**config.mk**
```make
export PLATFORM = sky130hd
export DESIGN_NAME = vrpc_top
export DESIGN_NICKNAME = d
export VERILOG_FILES = /design/src/rtl/vrpc_pkg.sv /design/src/rtl/vrpc_sync.sv /design/src/rtl/vrpc_top.sv
export SDC_FILE = /design/constraint.sdc
export NUM_CORES = 1
export LEC_CHECK = 0
export BUFFER_PORTS_ARGS = -buffer_cell sky130_fd_sc_hd__buf_2
export CAP_MARGIN = 20
export CORE_MARGIN = 5
export CORE_UTILIZATION = 40
export DETAILED_ROUTE_END_ITERATION = 12
export GPL_TIMING_DRIVEN = 0
export PLACE_DENSITY = 0.71
export SLEW_MARGIN = 20
export SYNTH_ARGS = -nofsm -noshare
export SYNTH_HDL_FRONTEND = slang
export SYNTH_SLANG_ARGS = --single-unit
```
**constraint.sdc**
```tcl
create_clock -name clk -period 3.4 [get_ports clk]
set_input_delay 0.34 -clock clk [delete_from_list [all_inputs] [get_ports clk]]
set_output_delay 0.34 -clock clk [all_outputs]
set_load 0.01 [all_outputs]
```
**src/rtl/vrpc_pkg.sv**
```systemverilog
package vrpc_pkg;
	localparam logic REF_SEL_EXTERNAL = 1'b0;
	localparam logic REF_SEL_INTERNAL = 1'b1;
	localparam logic AUTOZERO_RST = 1'b1;
	localparam logic REF_SEL_RST = 1'b0;
	localparam int AZ_PHASE_W = 2;
	typedef enum logic [1:0] {
		VRPC_ADC_SHUTDOWN = 2'b00,
		VRPC_ADC_STANDBY = 2'b10,
		VRPC_ADC_CONVERT = 2'b11
	} vrpc_adcmode_e;
	typedef enum logic [1:0] {
		VRPC_POR = 2'b00,
		VRPC_RUN = 2'b01
	} vrpc_state_e;
endpackage

```
**src/rtl/vrpc_sync.sv**
```systemverilog
`timescale 1ns/1ns
module vrpc_sync (
	input wire logic clk,
	input wire logic sys_rst,
	input wire logic clkEn,
	input wire logic asyncIn,
	output logic syncOut
);
	logic stage1Q;
	always_ff @(posedge clk or posedge sys_rst) begin
		if (sys_rst) begin
			stage1Q <= 1'b0;
			syncOut <= 1'b0;
		end else if (clkEn) begin
			stage1Q <= asyncIn;
			syncOut <= stage1Q;
		end
	end
endmodule

```
**src/rtl/vrpc_top.sv**
```systemverilog
// Contract
// RQ1 - Select 0: external reference, buffer off, input
// RQ2 - Select 1: internal reference, pin driven output
// RQ3 - Buffer powered in standby or conversion only
// RQ4 - Auto-zero runs on modulator clock, gated
// RQ5 - Auto-zero enable resets to one
// RQ6 - Host keeps auto-zero on above OSR 256
// RQ7 - Low supply: POR, SPI off, defaults
// RQ8 - Leave POR only when both supplies good
// RQ9 - Chip select rise resets SPI interface; code only releases spiReset, set in POR, once select is high
// RQ10 - Chip select fall clears POR interrupt
// RQ11 - Full shutdown ignores monitors, except brownout
// RQ12 - POR exit sets interrupt until cleared
`timescale 1ns/1ns
module vrpc_top (
	input wire logic clk,
	input wire logic sys_rst,
	input wire logic clkEn,
	input wire logic avddGood,
	input wire logic dvddGood,
	input wire logic supplyCritical,
	input wire logic fullShutdown,
	input wire logic modClkTick,
	input wire logic chipSelN,
	input wire logic refSelWr,
	input wire logic refSelWrData,
	input wire logic autozeroWr,
	input wire logic autozeroWrData,
	input wire vrpc_pkg::vrpc_adcmode_e adcMode,
	output logic refSel,
	output logic referenceAutozeroEnable,
	output logic refBufPower,
	output logic refPinOutEn,
	output logic autozeroPhase,
	output logic spiEnable,
	output logic registerDefaults,
	output logic spiReset,
	output logic porIrqN
);
	import vrpc_pkg::*;

	logic avddS, dvddS, critS, csS;
	vrpc_state_e stateQ, stateD;
	logic csPrevQ;
	logic porFlagQ;
	logic [AZ_PHASE_W-1:0] azCountQ;

	// One decode for buffer and pad direction; the buffer is further gated by ADC mode, so it stays off in shutdown while the pad drives
	function automatic logic refDrivenOut(input logic sel, input logic por);
		return (sel == REF_SEL_INTERNAL) && !por;
	endfunction

	vrpc_sync uAvdd (.clk(clk), .sys_rst(sys_rst), .clkEn(clkEn), .asyncIn(avddGood),
		.syncOut(avddS));
	vrpc_sync uDvdd (.clk(clk), .sys_rst(sys_rst), .clkEn(clkEn), .asyncIn(dvddGood),
		.syncOut(dvddS));
	vrpc_sync uCrit (.clk(clk), .sys_rst(sys_rst), .clkEn(clkEn), .asyncIn(supplyCritical),
		.syncOut(critS));
	vrpc_sync uCs (.clk(clk), .sys_rst(sys_rst), .clkEn(clkEn), .asyncIn(chipSelN),
		.syncOut(csS));

	// Monitors are blind in full shutdown; only a deep brownout still trips
	wire suppliesBad = fullShutdown ? critS : (!avddS || !dvddS || critS); // RQ7 RQ11
	wire suppliesUp = avddS && dvddS && !critS; // RQ8
	wire inPor = (stateQ == VRPC_POR);
	wire csRise = csS && !csPrevQ;
	wire csFall = !csS && csPrevQ;
	wire csClear = csFall && !inPor; // RQ10
	wire porExit = inPor && (stateD == VRPC_RUN);
	wire bufAllowed = (adcMode == VRPC_ADC_STANDBY) || (adcMode == VRPC_ADC_CONVERT);
	wire refSelD = inPor ? REF_SEL_RST : (refSelWr ? refSelWrData : refSel);
	wire azEnD = inPor ? AUTOZERO_RST : (autozeroWr ? autozeroWrData : referenceAutozeroEnable);
	wire pinOutD = refDrivenOut(refSel, inPor); // RQ1 RQ2
	wire bufOnD = refDrivenOut(refSel, inPor) && bufAllowed; // RQ1 RQ2 RQ3
	wire azRunD = bufOnD && referenceAutozeroEnable; // RQ4

	always_comb begin
		stateD = stateQ;
		unique case (stateQ)
			VRPC_POR: if (suppliesUp) stateD = VRPC_RUN;
			VRPC_RUN: if (suppliesBad) stateD = VRPC_POR;
			default: stateD = VRPC_POR;
		endcase
	end

	always_ff @(posedge clk or posedge sys_rst) begin
		if (sys_rst) begin
			stateQ <= VRPC_POR;
			csPrevQ <= 1'b1;
		end else if (clkEn) begin
			stateQ <= stateD; // RQ7 RQ8
			csPrevQ <= csS;
		end
	end

	always_ff @(posedge clk or posedge sys_rst) begin
		if (sys_rst) begin
			refSel <= REF_SEL_RST;
			referenceAutozeroEnable <= AUTOZERO_RST;
		end else if (clkEn) begin
			refSel <= refSelD; // RQ7
			referenceAutozeroEnable <= azEnD; // RQ5
		end
	end

	always_ff @(posedge clk or posedge sys_rst) begin
		if (sys_rst) begin
			refBufPower <= 1'b0;
			refPinOutEn <= 1'b0;
		end else if (clkEn) begin
			refBufPower <= bufOnD; // RQ3
			refPinOutEn <= pinOutD; // RQ1 RQ2
		end
	end

	// Phase advances only on modulator ticks so chopping stays locked to it
	always_ff @(posedge clk or posedge sys_rst) begin
		if (sys_rst) begin
			azCountQ <= '0;
			autozeroPhase <= 1'b0;
		end else if (clkEn) begin
			if (!azRunD) begin
				azCountQ <= '0;
				autozeroPhase <= 1'b0;
			end else if (modClkTick) begin
				azCountQ <= azCountQ + 1'b1;
				autozeroPhase <= azCountQ[AZ_PHASE_W-1]; // RQ4
			end
		end
	end

	always_ff @(posedge clk or posedge sys_rst) begin
		if (sys_rst) begin
			spiEnable <= 1'b0;
			registerDefaults <= 1'b1;
			spiReset <= 1'b1;
			porFlagQ <= 1'b0;
			porIrqN <= 1'b1;
		end else if (clkEn) begin
			spiEnable <= (stateD == VRPC_RUN); // RQ7 RQ8
			registerDefaults <= (stateD == VRPC_POR); // RQ7
			// SPI stays in reset from POR until chip select is seen high
			if (inPor)
				spiReset <= 1'b1;
			else if (csRise || csS)
				spiReset <= 1'b0; // RQ9
			// Set beats clear in the same cycle
			if (porExit)
				porFlagQ <= 1'b1; // RQ12
			else if (csClear)
				porFlagQ <= 1'b0; // RQ10
			porIrqN <= !(porExit || (porFlagQ && !csClear)); // RQ10 RQ12
		end
	end

	a_spi_off_por: assert property (@(posedge clk) disable iff (sys_rst) // RQ7
		inPor |-> !spiEnable) else $error("SPI enabled during POR");
	a_defaults_por: assert property (@(posedge clk) disable iff (sys_rst) // RQ7
		clkEn && inPor && (stateD == VRPC_POR) |=> registerDefaults && !refSel
		&& referenceAutozeroEnable) else $error("Defaults not held in POR");
	a_exit_both_good: assert property (@(posedge clk) disable iff (sys_rst) // RQ8
		clkEn && inPor && !(avddS && dvddS) |=> inPor) else $error("POR left early");
	a_ext_pin_input: assert property (@(posedge clk) disable iff (sys_rst) // RQ1
		clkEn && refSel == REF_SEL_EXTERNAL |=> !refPinOutEn && !refBufPower)
		else $error("External ref but pin driven");
	a_int_pin_output: assert property (@(posedge clk) disable iff (sys_rst) // RQ2
		clkEn && refSel && !inPor |=> refPinOutEn) else $error("Internal ref not driven");
	a_buf_shutdown: assert property (@(posedge clk) disable iff (sys_rst) // RQ3
		clkEn && adcMode == VRPC_ADC_SHUTDOWN |=> !refBufPower)
		else $error("Buffer on in shutdown");
	a_az_gated: assert property (@(posedge clk) disable iff (sys_rst) // RQ4
		clkEn && !referenceAutozeroEnable |=> !autozeroPhase)
		else $error("Auto-zero ran while disabled");
	a_irq_on_exit: assert property (@(posedge clk) disable iff (sys_rst) // RQ12
		clkEn && porExit |=> !porIrqN) else $error("No interrupt on POR exit");
	a_irq_cs_clear: assert property (@(posedge clk) disable iff (sys_rst) // RQ10
		clkEn && csClear && !porExit |=> porIrqN ##1 (porIrqN || !clkEn || !inPor))
		else $error("Interrupt not cleared by chip select");
	a_shutdown_ignore: assert property (@(posedge clk) disable iff (sys_rst) // RQ11
		clkEn && !inPor && fullShutdown && !critS |=> !inPor)
		else $error("POR in full shutdown");

	a_az_por_one: assert property (@(posedge clk) disable iff (sys_rst) // RQ5
		clkEn && inPor |=> referenceAutozeroEnable) else $error("Auto-zero enable not default");
	a_az_write_zero: assert property (@(posedge clk) disable iff (sys_rst) // RQ5
		clkEn && !inPor && autozeroWr && !autozeroWrData |=> !referenceAutozeroEnable)
		else $error("Auto-zero enable clear lost");
	a_az_write_one: assert property (@(posedge clk) disable iff (sys_rst) // RQ5
		clkEn && !inPor && autozeroWr && autozeroWrData |=> referenceAutozeroEnable)
		else $error("Auto-zero enable set lost");
	a_az_tick_only: assert property (@(posedge clk) disable iff (sys_rst) // RQ4
		clkEn && azRunD && !modClkTick |=> $stable(autozeroPhase))
		else $error("Auto-zero phase moved off a tick");
	a_ref_por_off: assert property (@(posedge clk) disable iff (sys_rst) // RQ7
		clkEn && inPor |=> !refBufPower && !refPinOutEn) else $error("Reference driven in POR");
	a_ref_write_one: assert property (@(posedge clk) disable iff (sys_rst) // RQ2
		clkEn && !inPor && refSelWr && refSelWrData |=> refSel) else $error("Select set lost");
	a_ref_write_zero: assert property (@(posedge clk) disable iff (sys_rst) // RQ1
		clkEn && !inPor && refSelWr && !refSelWrData |=> !refSel)
		else $error("Select clear lost");
	a_buf_on_mode: assert property (@(posedge clk) disable iff (sys_rst) // RQ3
		clkEn && bufAllowed && refSel && !inPor |=> refBufPower)
		else $error("Buffer off in standby or conversion");
	a_por_on_low: assert property (@(posedge clk) disable iff (sys_rst) // RQ7
		clkEn && !inPor && !fullShutdown && !(avddS && dvddS) |=> inPor)
		else $error("Low supply missed");
	a_por_on_crit: assert property (@(posedge clk) disable iff (sys_rst) // RQ11
		clkEn && critS |=> inPor) else $error("Critical supply missed");
	a_spi_on_run: assert property (@(posedge clk) disable iff (sys_rst) // RQ8
		clkEn && !inPor && !suppliesBad |=> spiEnable) else $error("SPI off while running");
	a_regdef_run: assert property (@(posedge clk) disable iff (sys_rst) // RQ8
		clkEn && !inPor && !suppliesBad |=> !registerDefaults)
		else $error("Defaults forced while running");

	a_spi_rst_por: assert property (@(posedge clk) disable iff (sys_rst) // RQ9
		clkEn && inPor |=> spiReset) else $error("SPI reset released in POR");
	a_spi_rst_hold: assert property (@(posedge clk) disable iff (sys_rst) // RQ9
		clkEn && !inPor && !csS |=> $stable(spiReset))
		else $error("SPI reset moved while select low");
	a_spi_rst_free: assert property (@(posedge clk) disable iff (sys_rst) // RQ9
		clkEn && !inPor && csS |=> !spiReset) else $error("SPI reset not released");
	a_irq_idle_high: assert property (@(posedge clk) disable iff (sys_rst) // RQ12
		clkEn && !porExit && !porFlagQ |=> porIrqN) else $error("Interrupt without POR exit");
	a_flag_set_wins: assert property (@(posedge clk) disable iff (sys_rst) // RQ12
		clkEn && porExit |=> porFlagQ) else $error("POR flag not set");
	a_flag_cs_clear: assert property (@(posedge clk) disable iff (sys_rst) // RQ10
		clkEn && csClear && !porExit |=> !porFlagQ) else $error("POR flag not cleared");
	a_irq_stays_low: assert property (@(posedge clk) disable iff (sys_rst) // RQ12
		clkEn && porFlagQ && !csClear |=> !porIrqN) else $error("Interrupt dropped early");
endmodule

```
## Word-level counts from Yosys, hierarchy flattened

Cells that the tools add are included.
Widths: inputs -> output; s select.

- Flip-flop bits (word level): 23

- Add/sub/neg operators: 1
- Equality and inequality tests: 5
- Multiplexer cells: 16
- Reductions and logical operators: 34

Operator list:

| operator | count |
|---|---|
| $mux 1 | 11 |
| $logic_and 1x1->1 | 10 |
| $reduce_and 2->1 | 5 |
| $logic_not 1->1 | 8 |
| $mux 2 | 4 |
| $reduce_bool 2->1 | 4 |
| $logic_or 1x1->1 | 5 |
| $eq 2x1->1 const B | 2 |
| $eq 2x2->1 const B | 2 |
| $logic_not 2->1 | 2 |
| $pmux 2 s2 | 1 |
| $add 2x1->2 const B | 1 |
| $ne 2x2->1 const B | 1 |

## Longest topological paths before layout

Gate-level depths: netlist of run 1.

- Depth after elaboration: 10
- Mapped depth: 4
- Mapped depth without buffers: 3

## Modules after synthesis

A second synthesis of run 1 with hierarchy kept.

- Cell total of the unflattened synthesis: 82
- Area, all modules: 993.5 µm²

Modules (own cells, without submodules):

| module | times used | cells an instance | area an instance (µm²) | sequential area each (µm²) |
|---|---|---|---|---|
| vrpc_top | 1 | 62 | 688.2 | 381.6 |
| vrpc_sync | 4 | 5 | 76.3 | 50.0 |

## Least setup slack after synthesis of run 1

Ideal clock, no wire load.

- Path kind: input to register
- From: in clkEn
- To: reg uCrit.stage1Q
- Arrival: 1032 ps
- Slack: 2243 ps
- Cell stages on the path: 3
- Path buffers: 2
- Cells stage by stage: buf_2 > buf_2 > mux2_2

RTL lines:

| what | line | source |
|---|---|---|
| start: declaration | vrpc_top.sv:18 | `input wire logic clkEn,` |
| end signal: assignment | vrpc_sync.sv:15 | `stage1Q <= asyncIn;` |
| end: declaration | vrpc_sync.sv:9 | `logic stage1Q;` |

No word-level cell between the ends.

## Worst setup path in the final report of run 1

- From: reg referenceAutozeroEnable
- To: out referenceAutozeroEnable

RTL lines:

| what | line | source |
|---|---|---|
| start: declaration | vrpc_top.sv:31 | `output logic referenceAutozeroEnable,` |
| start signal: assignment | vrpc_top.sv:102 | `referenceAutozeroEnable <= azEnD;` |

No word-level cell between the ends.

==> results of run 1 <==
-- cell families after synthesis --
logic type | count (synthesis) | synth area share, %
AO/OA/AOI/OAI | 21 | 14.1
buffers and inverters | 11 | 4.67
flip-flops | 23 | 60.3
multiplexers | 9 | 10.5
AND/OR/NAND/NOR | 18 | 10.4
-- per-stage QoR --
| stage | hold WS, ps | setup WS (ps) | area (µm²) | cells | power, mW |
|---|---|---|---|---|---|
| after floorplan | 338 | 2240 | 965 | 82 | 0.391 |
| after global routing | 230 | 1990 | 1140 | 136 | 0.577 |
| after detailed placement | 469 | 2030 | 1110 | 132 | 0.426 |
| after global placement | 462 | 2030 | 1110 | 132 | 0.421 |
| after CTS | 198 | 2060 | 1140 | 136 | 0.549 |
| final | 177 | 2080 | 1140 | 136 | 0.539 |
-- power groups by stage --
stage               combinational, mW  clock, mW  sequential (mW)
global route                   0.0983      0.141            0.338
floorplan                      0.0519          0            0.339
CTS                            0.0882      0.128            0.333
detailed placement             0.0879          0            0.338
finish                         0.0861      0.121            0.332
global placement               0.0847          0            0.336
-- synth_stat cells (2+ instances only) --
master / number / area (µm²)
o21ai_0: 7 / 35.0
mux2_2: 9 / 101
o22ai_1: 2 / 12.5
o21ai_1: 2 / 10.0
o2111ai_1: 2 / 17.5
inv_1: 8 / 30.0
buf_2: 3 / 15.0
nand2_1: 7 / 26.3
a22o_1: 2 / 17.5
nor2_1: 3 / 11.3
dfrtp_1: 18 / 450
nand2b_1: 2 / 12.5
dfstp_2: 5 / 131
a21oi_1: 2 / 10.0
-- per-layer routing --
metal	vias up	wire (µm)	part of all wire, %	global-route usage [%]
li1	337	-	-	-
met1	342	783	45	14.6
met2	19	856	49	18.5
met3	2	111	6.3	4.58
met4	0	7	0.40	1.94
met5	-	0	0	0
-- worst max path at each step --
stage / endpoint / slack [ps] / cells past startpoint
after floorplan: uCrit.stage1Q$_DFFE_PP0P_ / 2240 / 3
after global placement: uCs.stage1Q$_DFFE_PP0P_ / 2030 / 4
after detailed placement: uCs.stage1Q$_DFFE_PP0P_ / 2030 / 4
after CTS: porIrqN / 2060 / 1
after global routing: azCountQ[0]$_DFFE_PP0P_ / 1990 / 3
final: referenceAutozeroEnable / 2080 / 1
-- layout make-up --
cell class	instances	area share [%]
Clock buffer	3	1.98
Inverter	8	2.64
Sequential cell	23	51.2
Timing Repair Buffer	22	9.68
Buffer	3	1.32
Multi-Input combinational cell	48	29.7
Tap cell	28	3.08
Clock inverter	1	0.440
==> impl_metrics.ini, run 1 <==
[hold_path]
hold_path_class = in2async

[pwr]
comb_power_share_pct = 16.0
peakVddDrop_mv = 0.308
switching_share_pct = 26.0
switchingPower_uw = 140
pwr-share-seq_pct = 61.6
p_leak_nw = 0.534
internal_power_uw = 399
pwr-share-clk_pct = 22.4
p_per_area_nw_per_um2 = 474

[finish]
top_regs = azCountQ (2), stateQ (2)
final_cell_mix = buf_2 (25), dfrtp_1 (18), mux2_2 (9), inv_1 (8)
utilization_pct = 50.4
n_fill_cell = 227
layout.nets = 124
multi_input_area_um2 = 338
register_area_um2 = 582
drive_gt1_share_pct = 41.7
diodes = 0
area_growth_syn_to_layout_pct = 17.9
layout_commonest_cell = buf_2

[flow_run]
drv_cap = 0

[drt]
first_iter_violations = 6
ant_nets = 0
wire_per_inst_um = 12.9
vias_per_cell = 5.15
drt_first_pass_iters = 4
wirelength_mm = 1.76
vias = 700
drc_errors = 0

[timing]
timing.final.crit_period_ps = 1320
setup_violations = 0
drv_slew = 0
tns_ps = 0
worstMarginPinSlew_ps = 840
relSlewSlack_pct = 43.9
fin_skew_ps = 9.02
fin_crit_sh_pct = 39.0
fmax_mhz = 755
rsz0062_at_grt = no
hold_violations = 0

[clock_network]
htreeDepth = 1
root_buffer = clkbuf_4
numCtsBuffers = 3
cts_tree = built
post-cts-setup-buffers = 0
clkSinkCount = 23
cts_hold_buf = 0
clk_latency_ps = 300
clk_pin_slew_ps = 120
clk_path_buf_depth = 2
cts_resized = 0

[grt]
grt_pass1_vias = 657
grt_max_degree = 24
grt_pass1_wl_mm = 2.95
grt.total_usage_pct = 11.4
antenna_found_initial = 0
grt_overflow = 0

[setup_path]
critPathCaptureType = primary output
startpoint = referenceAutozeroEnable$_DFFE_PP1P_
criticalPathCategory = reg2out
worst-path-buf-inv = 1
worstPathRequired_ps = 3060
crit_chain = buf_2
ff2ff_path_depth = 3
start_kind = flip-flop
slowest_stage = dfstp_2
arrival_ps = 980
reg2reg_from = stateQ[0]$_DFFE_PP0P_
critPathMaxFanout = 3
critPathMaxStageDelay_ps = 560
r2r_end = azCountQ[0]$_DFFE_PP0P_
cp_top_family = flip-flops
reg2reg_slack_ps = 2090

[yosys]
synthCells = 82
synth.avg_cell_area_um2 = 11.8
synth_cell_types = 24
syn-num-nets = 97
synth_edf_count = 0
synth-seq-area-share_pct = 60.3
synthArstFlopShare_pct = 100
synth_seq_cells = 23
synth-main-ff-cell = dfrtp_1
netlist_area_um2 = 965
yosysWarnings = 0

[die]
die_area_um2 = 3490
rows = 17
die_h_um = 59.1
start_util_pct = 42.8
die_w_um = 59.1
num_io_pins = 24
core_area_um2 = 2250

[status]
status = finished, final reports clean

[placed_design]
port_buffers = 22
gp_congestion = 0.727
dp_hpwl_mm = 1.36
Power figures use the tool's default switching activity.
==> inputs of run 2 (changes only) <==
==> constraint.sdc (replaced) <==
create_clock -name clk -period 1.3 [get_ports clk]
set_input_delay 0.13 -clock clk [delete_from_list [all_inputs] [get_ports clk]]
set_output_delay 0.13 -clock clk [all_outputs]
set_load 0.01 [all_outputs]
==> run 2 against run 1 <==
  * Sequential share of layout area down 0.78 points
  * Cell area up 2.0%
  * Register-to-register slack worse by 2000 ps
  * Largest power group unchanged
==> impl_metrics.ini, run 2 (synthesis gave the netlist of run 1 again) <==
[status]
status = finished, final reports clean

[clock_network]
htreeDepth = 1
clk_pin_slew_ps = 120
cts_tree = built
clkSinkCount = 23
clk_path_buf_depth = 2
clk_latency_ps = 300
root_buffer = clkbuf_4
numCtsBuffers = 3
post-cts-setup-buffers = 0

[finish]
layout_commonest_cell = buf_2
diodes = 0
top_regs = azCountQ (2), stateQ (2)
multi_input_area_um2 = 344
final_cell_mix = buf_2 (25), dfrtp_1 (16), mux2_2 (9)
n_fill_cell = 224
layout.nets = 125
drive_gt1_share_pct = 45.0
register_area_um2 = 584
area_growth_syn_to_layout_pct = 20.2

[grt]
grt_pass1_wl_mm = 2.97
antenna_found_initial = 0
grt.total_usage_pct = 11.5
grt_overflow = 0
grt_max_degree = 24
grt_pass1_vias = 660

[drt]
drc_errors = 0
ant_nets = 0
wire_per_inst_um = 13.0
drt_first_pass_iters = 3
first_iter_violations = 5
vias_per_cell = 5.09
wirelength_mm = 1.78
vias = 697

[pwr]
p_leak_nw = 0.529
pwr-share-seq_pct = 61.4
switchingPower_uw = 372
pwr-share-clk_pct = 22.4
comb_power_share_pct = 16.2
switching_share_pct = 26.2
power.total_mw = 1.42
internal_power_mw = 1.05
peakVddDrop_mv = 0.810
p_per_area_nw_per_um2 = 1220

[setup_path]
ff2ff_path_depth = 3
cp.depth = 3
critPathMaxFanout = 6
reg2reg_slack_ps = 70
critPathCaptureType = flip-flop
reg2reg_from = stateQ[1]$_DFFE_PP0P_
startpoint = stateQ[1]$_DFFE_PP0P_
slowest_stage = dfrtp_2
criticalPathCategory = reg2reg
start_kind = flip-flop
r2r_end = registerDefaults$_DFFE_PP1P_
crit_chain = or3b_4, a21o_1, o21a_1
worst-path-buf-inv = 0
worstPathRequired_ps = 1540
arrival_ps = 1470
cp_top_family = flip-flops
endpoint = registerDefaults$_DFFE_PP1P_
critPathMaxStageDelay_ps = 460

[placed_design]
gp_congestion = 0.727
dp_hpwl_mm = 1.36
port_buffers = 22

[timing]
setup_violations = 0
tns_ps = 0
fin_skew_ps = 8.24
worstMarginPinSlew_ps = 477
fmax_mhz = 813
fin_crit_sh_pct = 94.6
timing.final.crit_period_ps = 1230
rsz0062_at_grt = no
hold_violations = 0
drv_slew = 0
relSlewSlack_pct = 68.2

[die]
die_area_um2 = 3490
die_h_um = 59.1
rows = 17
num_io_pins = 24
core_area_um2 = 2250
die_w_um = 59.1
start_util_pct = 42.8

[hold_path]
hold_path_class = in2reg
worstHoldStart = dvddGood

[flow_run]
drv_cap = 0
[run 2: cell count changes in the layout (fill, tap and decap cells not counted)]
cell	delta
dfrtp_2	+2
dlygate4sd3_1	+1
clkinvlp_4	+1
o2111ai_1	-1
dfrtp_1	-2
o2111ai_2	+1
inv_1	-1
[run 2: final cells by class]
cell class | instances | share of cell area [%]
plain buffers | 3 | 1.29
clock buffers | 3 | 1.94
clock inverters | 1 | 0.432
inverters | 8 | 2.91
multi-input cells | 48 | 29.7
flip-flops and latches | 23 | 50.4
well taps | 28 | 3.02
repair buffers | 23 | 10.4
[run 2: worst min-delay path by stage]
stage	slack, ps	to	depth (start not counted)
final	50	uDvdd.stage1Q$_DFFE_PP0P_	2
after global routing	20	uCrit.stage1Q$_DFFE_PP0P_	2
after CTS	30	uCrit.stage1Q$_DFFE_PP0P_	2
after detailed placement	340	uDvdd.syncOut$_DFFE_PP0P_	2
after global placement	340	uDvdd.stage1Q$_DFFE_PP0P_	2
after floorplan	130	autozeroPhase$_DFFE_PP0P_	1
[run 2: power by group through the flow]
stage | logic [mW] | registers [mW] | clock network (mW)
final | 0.230 | 0.871 | 0.318
after global routing | 0.262 | 0.886 | 0.368
after CTS | 0.233 | 0.872 | 0.334
after detailed placement | 0.230 | 0.885 | 0
after global placement | 0.221 | 0.880 | 0
after floorplan | 0.136 | 0.888 | 0
[run 2: stage by stage]
| step | cells | setup WS (ps) | area [µm²] | utilization (%) | hold slack [ps] |
|---|---|---|---|---|---|
| 2_1_floorplan | 82 | 155 | 965 | - | 128 |
| 3_3_place_gp | 132 | 42.1 | 1110 | 49.2 | 337 |
| 3_5_place_dp | 132 | 7.92 | 1110 | 49.2 | 342 |
| 4_1_cts | 137 | 50.4 | 1150 | 51.2 | 33.5 |
| 5_1_grt | 137 | 11.8 | 1160 | 51.4 | 20.5 |
| 6_report | 137 | 69.7 | 1160 | 51.4 | 48.2 |
[run 2: what timing repair did]
| action | CTS | global route |
|---|---|---|
| hold buffers | 1 | 0 |
| pin swaps | 0 | 0 |
| setup endpoints to repair | 1 | 3 |
| resized for setup | 1 | 3 |
| hold endpoints to repair | 10 | 0 |
[run 2: metal layers]
layer | part of all wire [%] | routed length, µm | global-route usage (%)
met5 | 0 | 0 | 0
met4 | 0.73 | 13 | 1.94
met3 | 5.5 | 98 | 4.58
met2 | 49 | 874 | 18.5
met1 | 45 | 794 | 14.7
==> inputs of run 3 (changes only) <==
--- a/config.mk
+++ b/config.mk
@@ -8,10 +8,10 @@
 export BUFFER_PORTS_ARGS = -buffer_cell sky130_fd_sc_hd__buf_2
 export CAP_MARGIN = 20
 export CORE_MARGIN = 5
-export CORE_UTILIZATION = 40
+export CORE_UTILIZATION = 30
 export DETAILED_ROUTE_END_ITERATION = 12
 export GPL_TIMING_DRIVEN = 0
-export PLACE_DENSITY = 0.71
+export PLACE_DENSITY = 0.58
 export SLEW_MARGIN = 20
 export SYNTH_ARGS = -nofsm -noshare
 export SYNTH_HDL_FRONTEND = slang
==> run 3 against run 2 <==
  * Hold slack worse by 18 ps
  * Clock power grew 8.5%
  * Global-route usage decreased by 2.2 points
  * Utilization down 13 points
  * First-iteration DRC count rose to 3.2 times the previous value
  * Wire length is 5.2% higher
  * Cell count increased by 12%
  * Die area increased by 27%
  * Critical path depth stayed put
  * Sequential share of layout area down 1.4 points
  * Register-to-register slack about the same
  * Critical path type unchanged
  * Largest cell class unchanged
==> impl_metrics.ini, run 3 (synthesis gave the netlist of run 1 again) <==
[status]
status = finished, final reports clean

[grt]
antenna_found_initial = 0
grt_max_degree = 24
grt_pass1_wl_mm = 3.08
grt_overflow = 0
grt.total_usage_pct = 9.26
grt_pass1_vias = 678

[die]
core_area_um2 = 3080
start_util_pct = 31.3
die_w_um = 66.7
die_h_um = 66.7
rows = 20
die_area_um2 = 4450
num_io_pins = 24

[drt]
wire_per_inst_um = 12.2
drt_first_pass_iters = 4
vias_per_cell = 4.45
wirelength_mm = 1.87
first_iter_violations = 16
vias = 685
ant_nets = 0
drc_errors = 0

[setup_path]
critPathCaptureType = flip-flop
worstPathRequired_ps = 1560
start_kind = flip-flop
ff2ff_path_depth = 3
criticalPathCategory = reg2reg
reg2reg_from = stateQ[1]$_DFFE_PP0P_
r2r_end = registerDefaults$_DFFE_PP1P_
arrival_ps = 1480
reg2reg_slack_ps = 70
critPathMaxFanout = 6

[placed_design]
gp_congestion = 0.767
port_buffers = 22
dp_hpwl_mm = 1.36

[finish]
area_growth_syn_to_layout_pct = 23.5
drive_gt1_share_pct = 43.6
layout.nets = 126
n_fill_cell = 318
diodes = 0
register_area_um2 = 583
utilization_pct = 38.7
top_regs = azCountQ (2), stateQ (2)
final_cell_mix = buf_2 (25), dfrtp_1 (17), mux2_2 (9)
multi_input_area_um2 = 344
layout_commonest_cell = buf_2

[pwr]
p_leak_nw = 0.531
p_per_area_nw_per_um2 = 1210
peakVddDrop_mv = 0.672

[clock_network]
root_buffer = clkbuf_4
clkSinkCount = 23
clk_path_buf_depth = 2
numCtsBuffers = 3
cts_tree = built
htreeDepth = 1
clk_latency_ps = 320
clk_pin_slew_ps = 140

[hold_path]
hold_depth = 2
hold_path_class = in2reg
hold_path_end = uAvdd.stage1Q$_DFFE_PP0P_
worstHoldStart = avddGood

[timing]
hold_violations = 0
tns_ps = 0
rsz0062_at_grt = no
timing.final.crit_period_ps = 1230
fin_skew_ps = 9.92
fmax_mhz = 816
worstMarginPinSlew_ps = 507
setup_violations = 0
fin_crit_sh_pct = 94.3
relSlewSlack_pct = 66.1
drv_slew = 0

[flow_run]
drv_cap = 0
-- run 3: layout make-up --
class | count | share of cell area [%]
flip-flops and latches | 23 | 48.9
multi-input cells | 48 | 28.9
clock buffers | 3 | 1.89
inverters | 8 | 2.84
clock inverters | 1 | 0.630
well taps | 44 | 4.62
plain buffers | 3 | 1.26
repair buffers | 24 | 10.9
-- run 3: routing by layer --
| layer | share of wire, % | wire (µm) | up-vias | track usage, % |
|---|---|---|---|---|
| met5 | 0 | 0 | - | 0 |
| met4 | 0.43 | 8 | 0 | 0.761 |
| met3 | 5.4 | 101 | 2 | 4.22 |
| met2 | 50 | 935 | 17 | 15.8 |
| met1 | 44 | 828 | 327 | 11.0 |
| li1 | - | - | 339 | - |
-- run 3: through the flow --
step	hold WS [ps]	std cells	setup slack (ps)	cell area, µm²	total power [mW]
floorplan	128	82	155	965	1.02
global placement	341	148	44.2	1130	1.11
detailed placement	363	148	26.2	1130	1.11
CTS	16.0	153	16.2	1170	1.47
global route	0.365	154	15.3	1190	1.53
finish	29.9	154	74.6	1190	1.45
-- run 3: what timing repair did --
action                                 in CTS  in global routing
setup buffers                               0                  0
gates resized for setup                     0                  3
hold buffers                                1                  1
endpoints found under the hold margin      12                  1
setup endpoints to repair                   0                  9
-- run 3: worst max-delay path, stage by stage, from the launching register on --
cell and delay (ps):
dfrtp_2 470, or3b_4 390, a21o_1 200, o21a_1 110
-- run 3: power breakdown --
part | switching (mW) | internal [mW] | leakage (nW)
registers | 0.0524 | 0.819 | 0.280
logic | 0.116 | 0.114 | 0.238
clock network | 0.228 | 0.117 | 0.0139
total | 0.396 | 1.05 | 0.531
-- run 3: how the worst max path moves through the flow --
stage,to,depth (start not counted),start,slack [ps]
floorplan,azCountQ[0]$_DFFE_PP0P_,3,stateQ[0]$_DFFE_PP0P_,150
global placement,azCountQ[0]$_DFFE_PP0P_,3,stateQ[0]$_DFFE_PP0P_,40
detailed placement,azCountQ[0]$_DFFE_PP0P_,3,stateQ[0]$_DFFE_PP0P_,30
CTS,azCountQ[0]$_DFFE_PP0P_,3,stateQ[0]$_DFFE_PP0P_,20
global route,registerDefaults$_DFFE_PP1P_,3,stateQ[1]$_DFFE_PP0P_,20
finish,registerDefaults$_DFFE_PP1P_,3,stateQ[1]$_DFFE_PP0P_,70
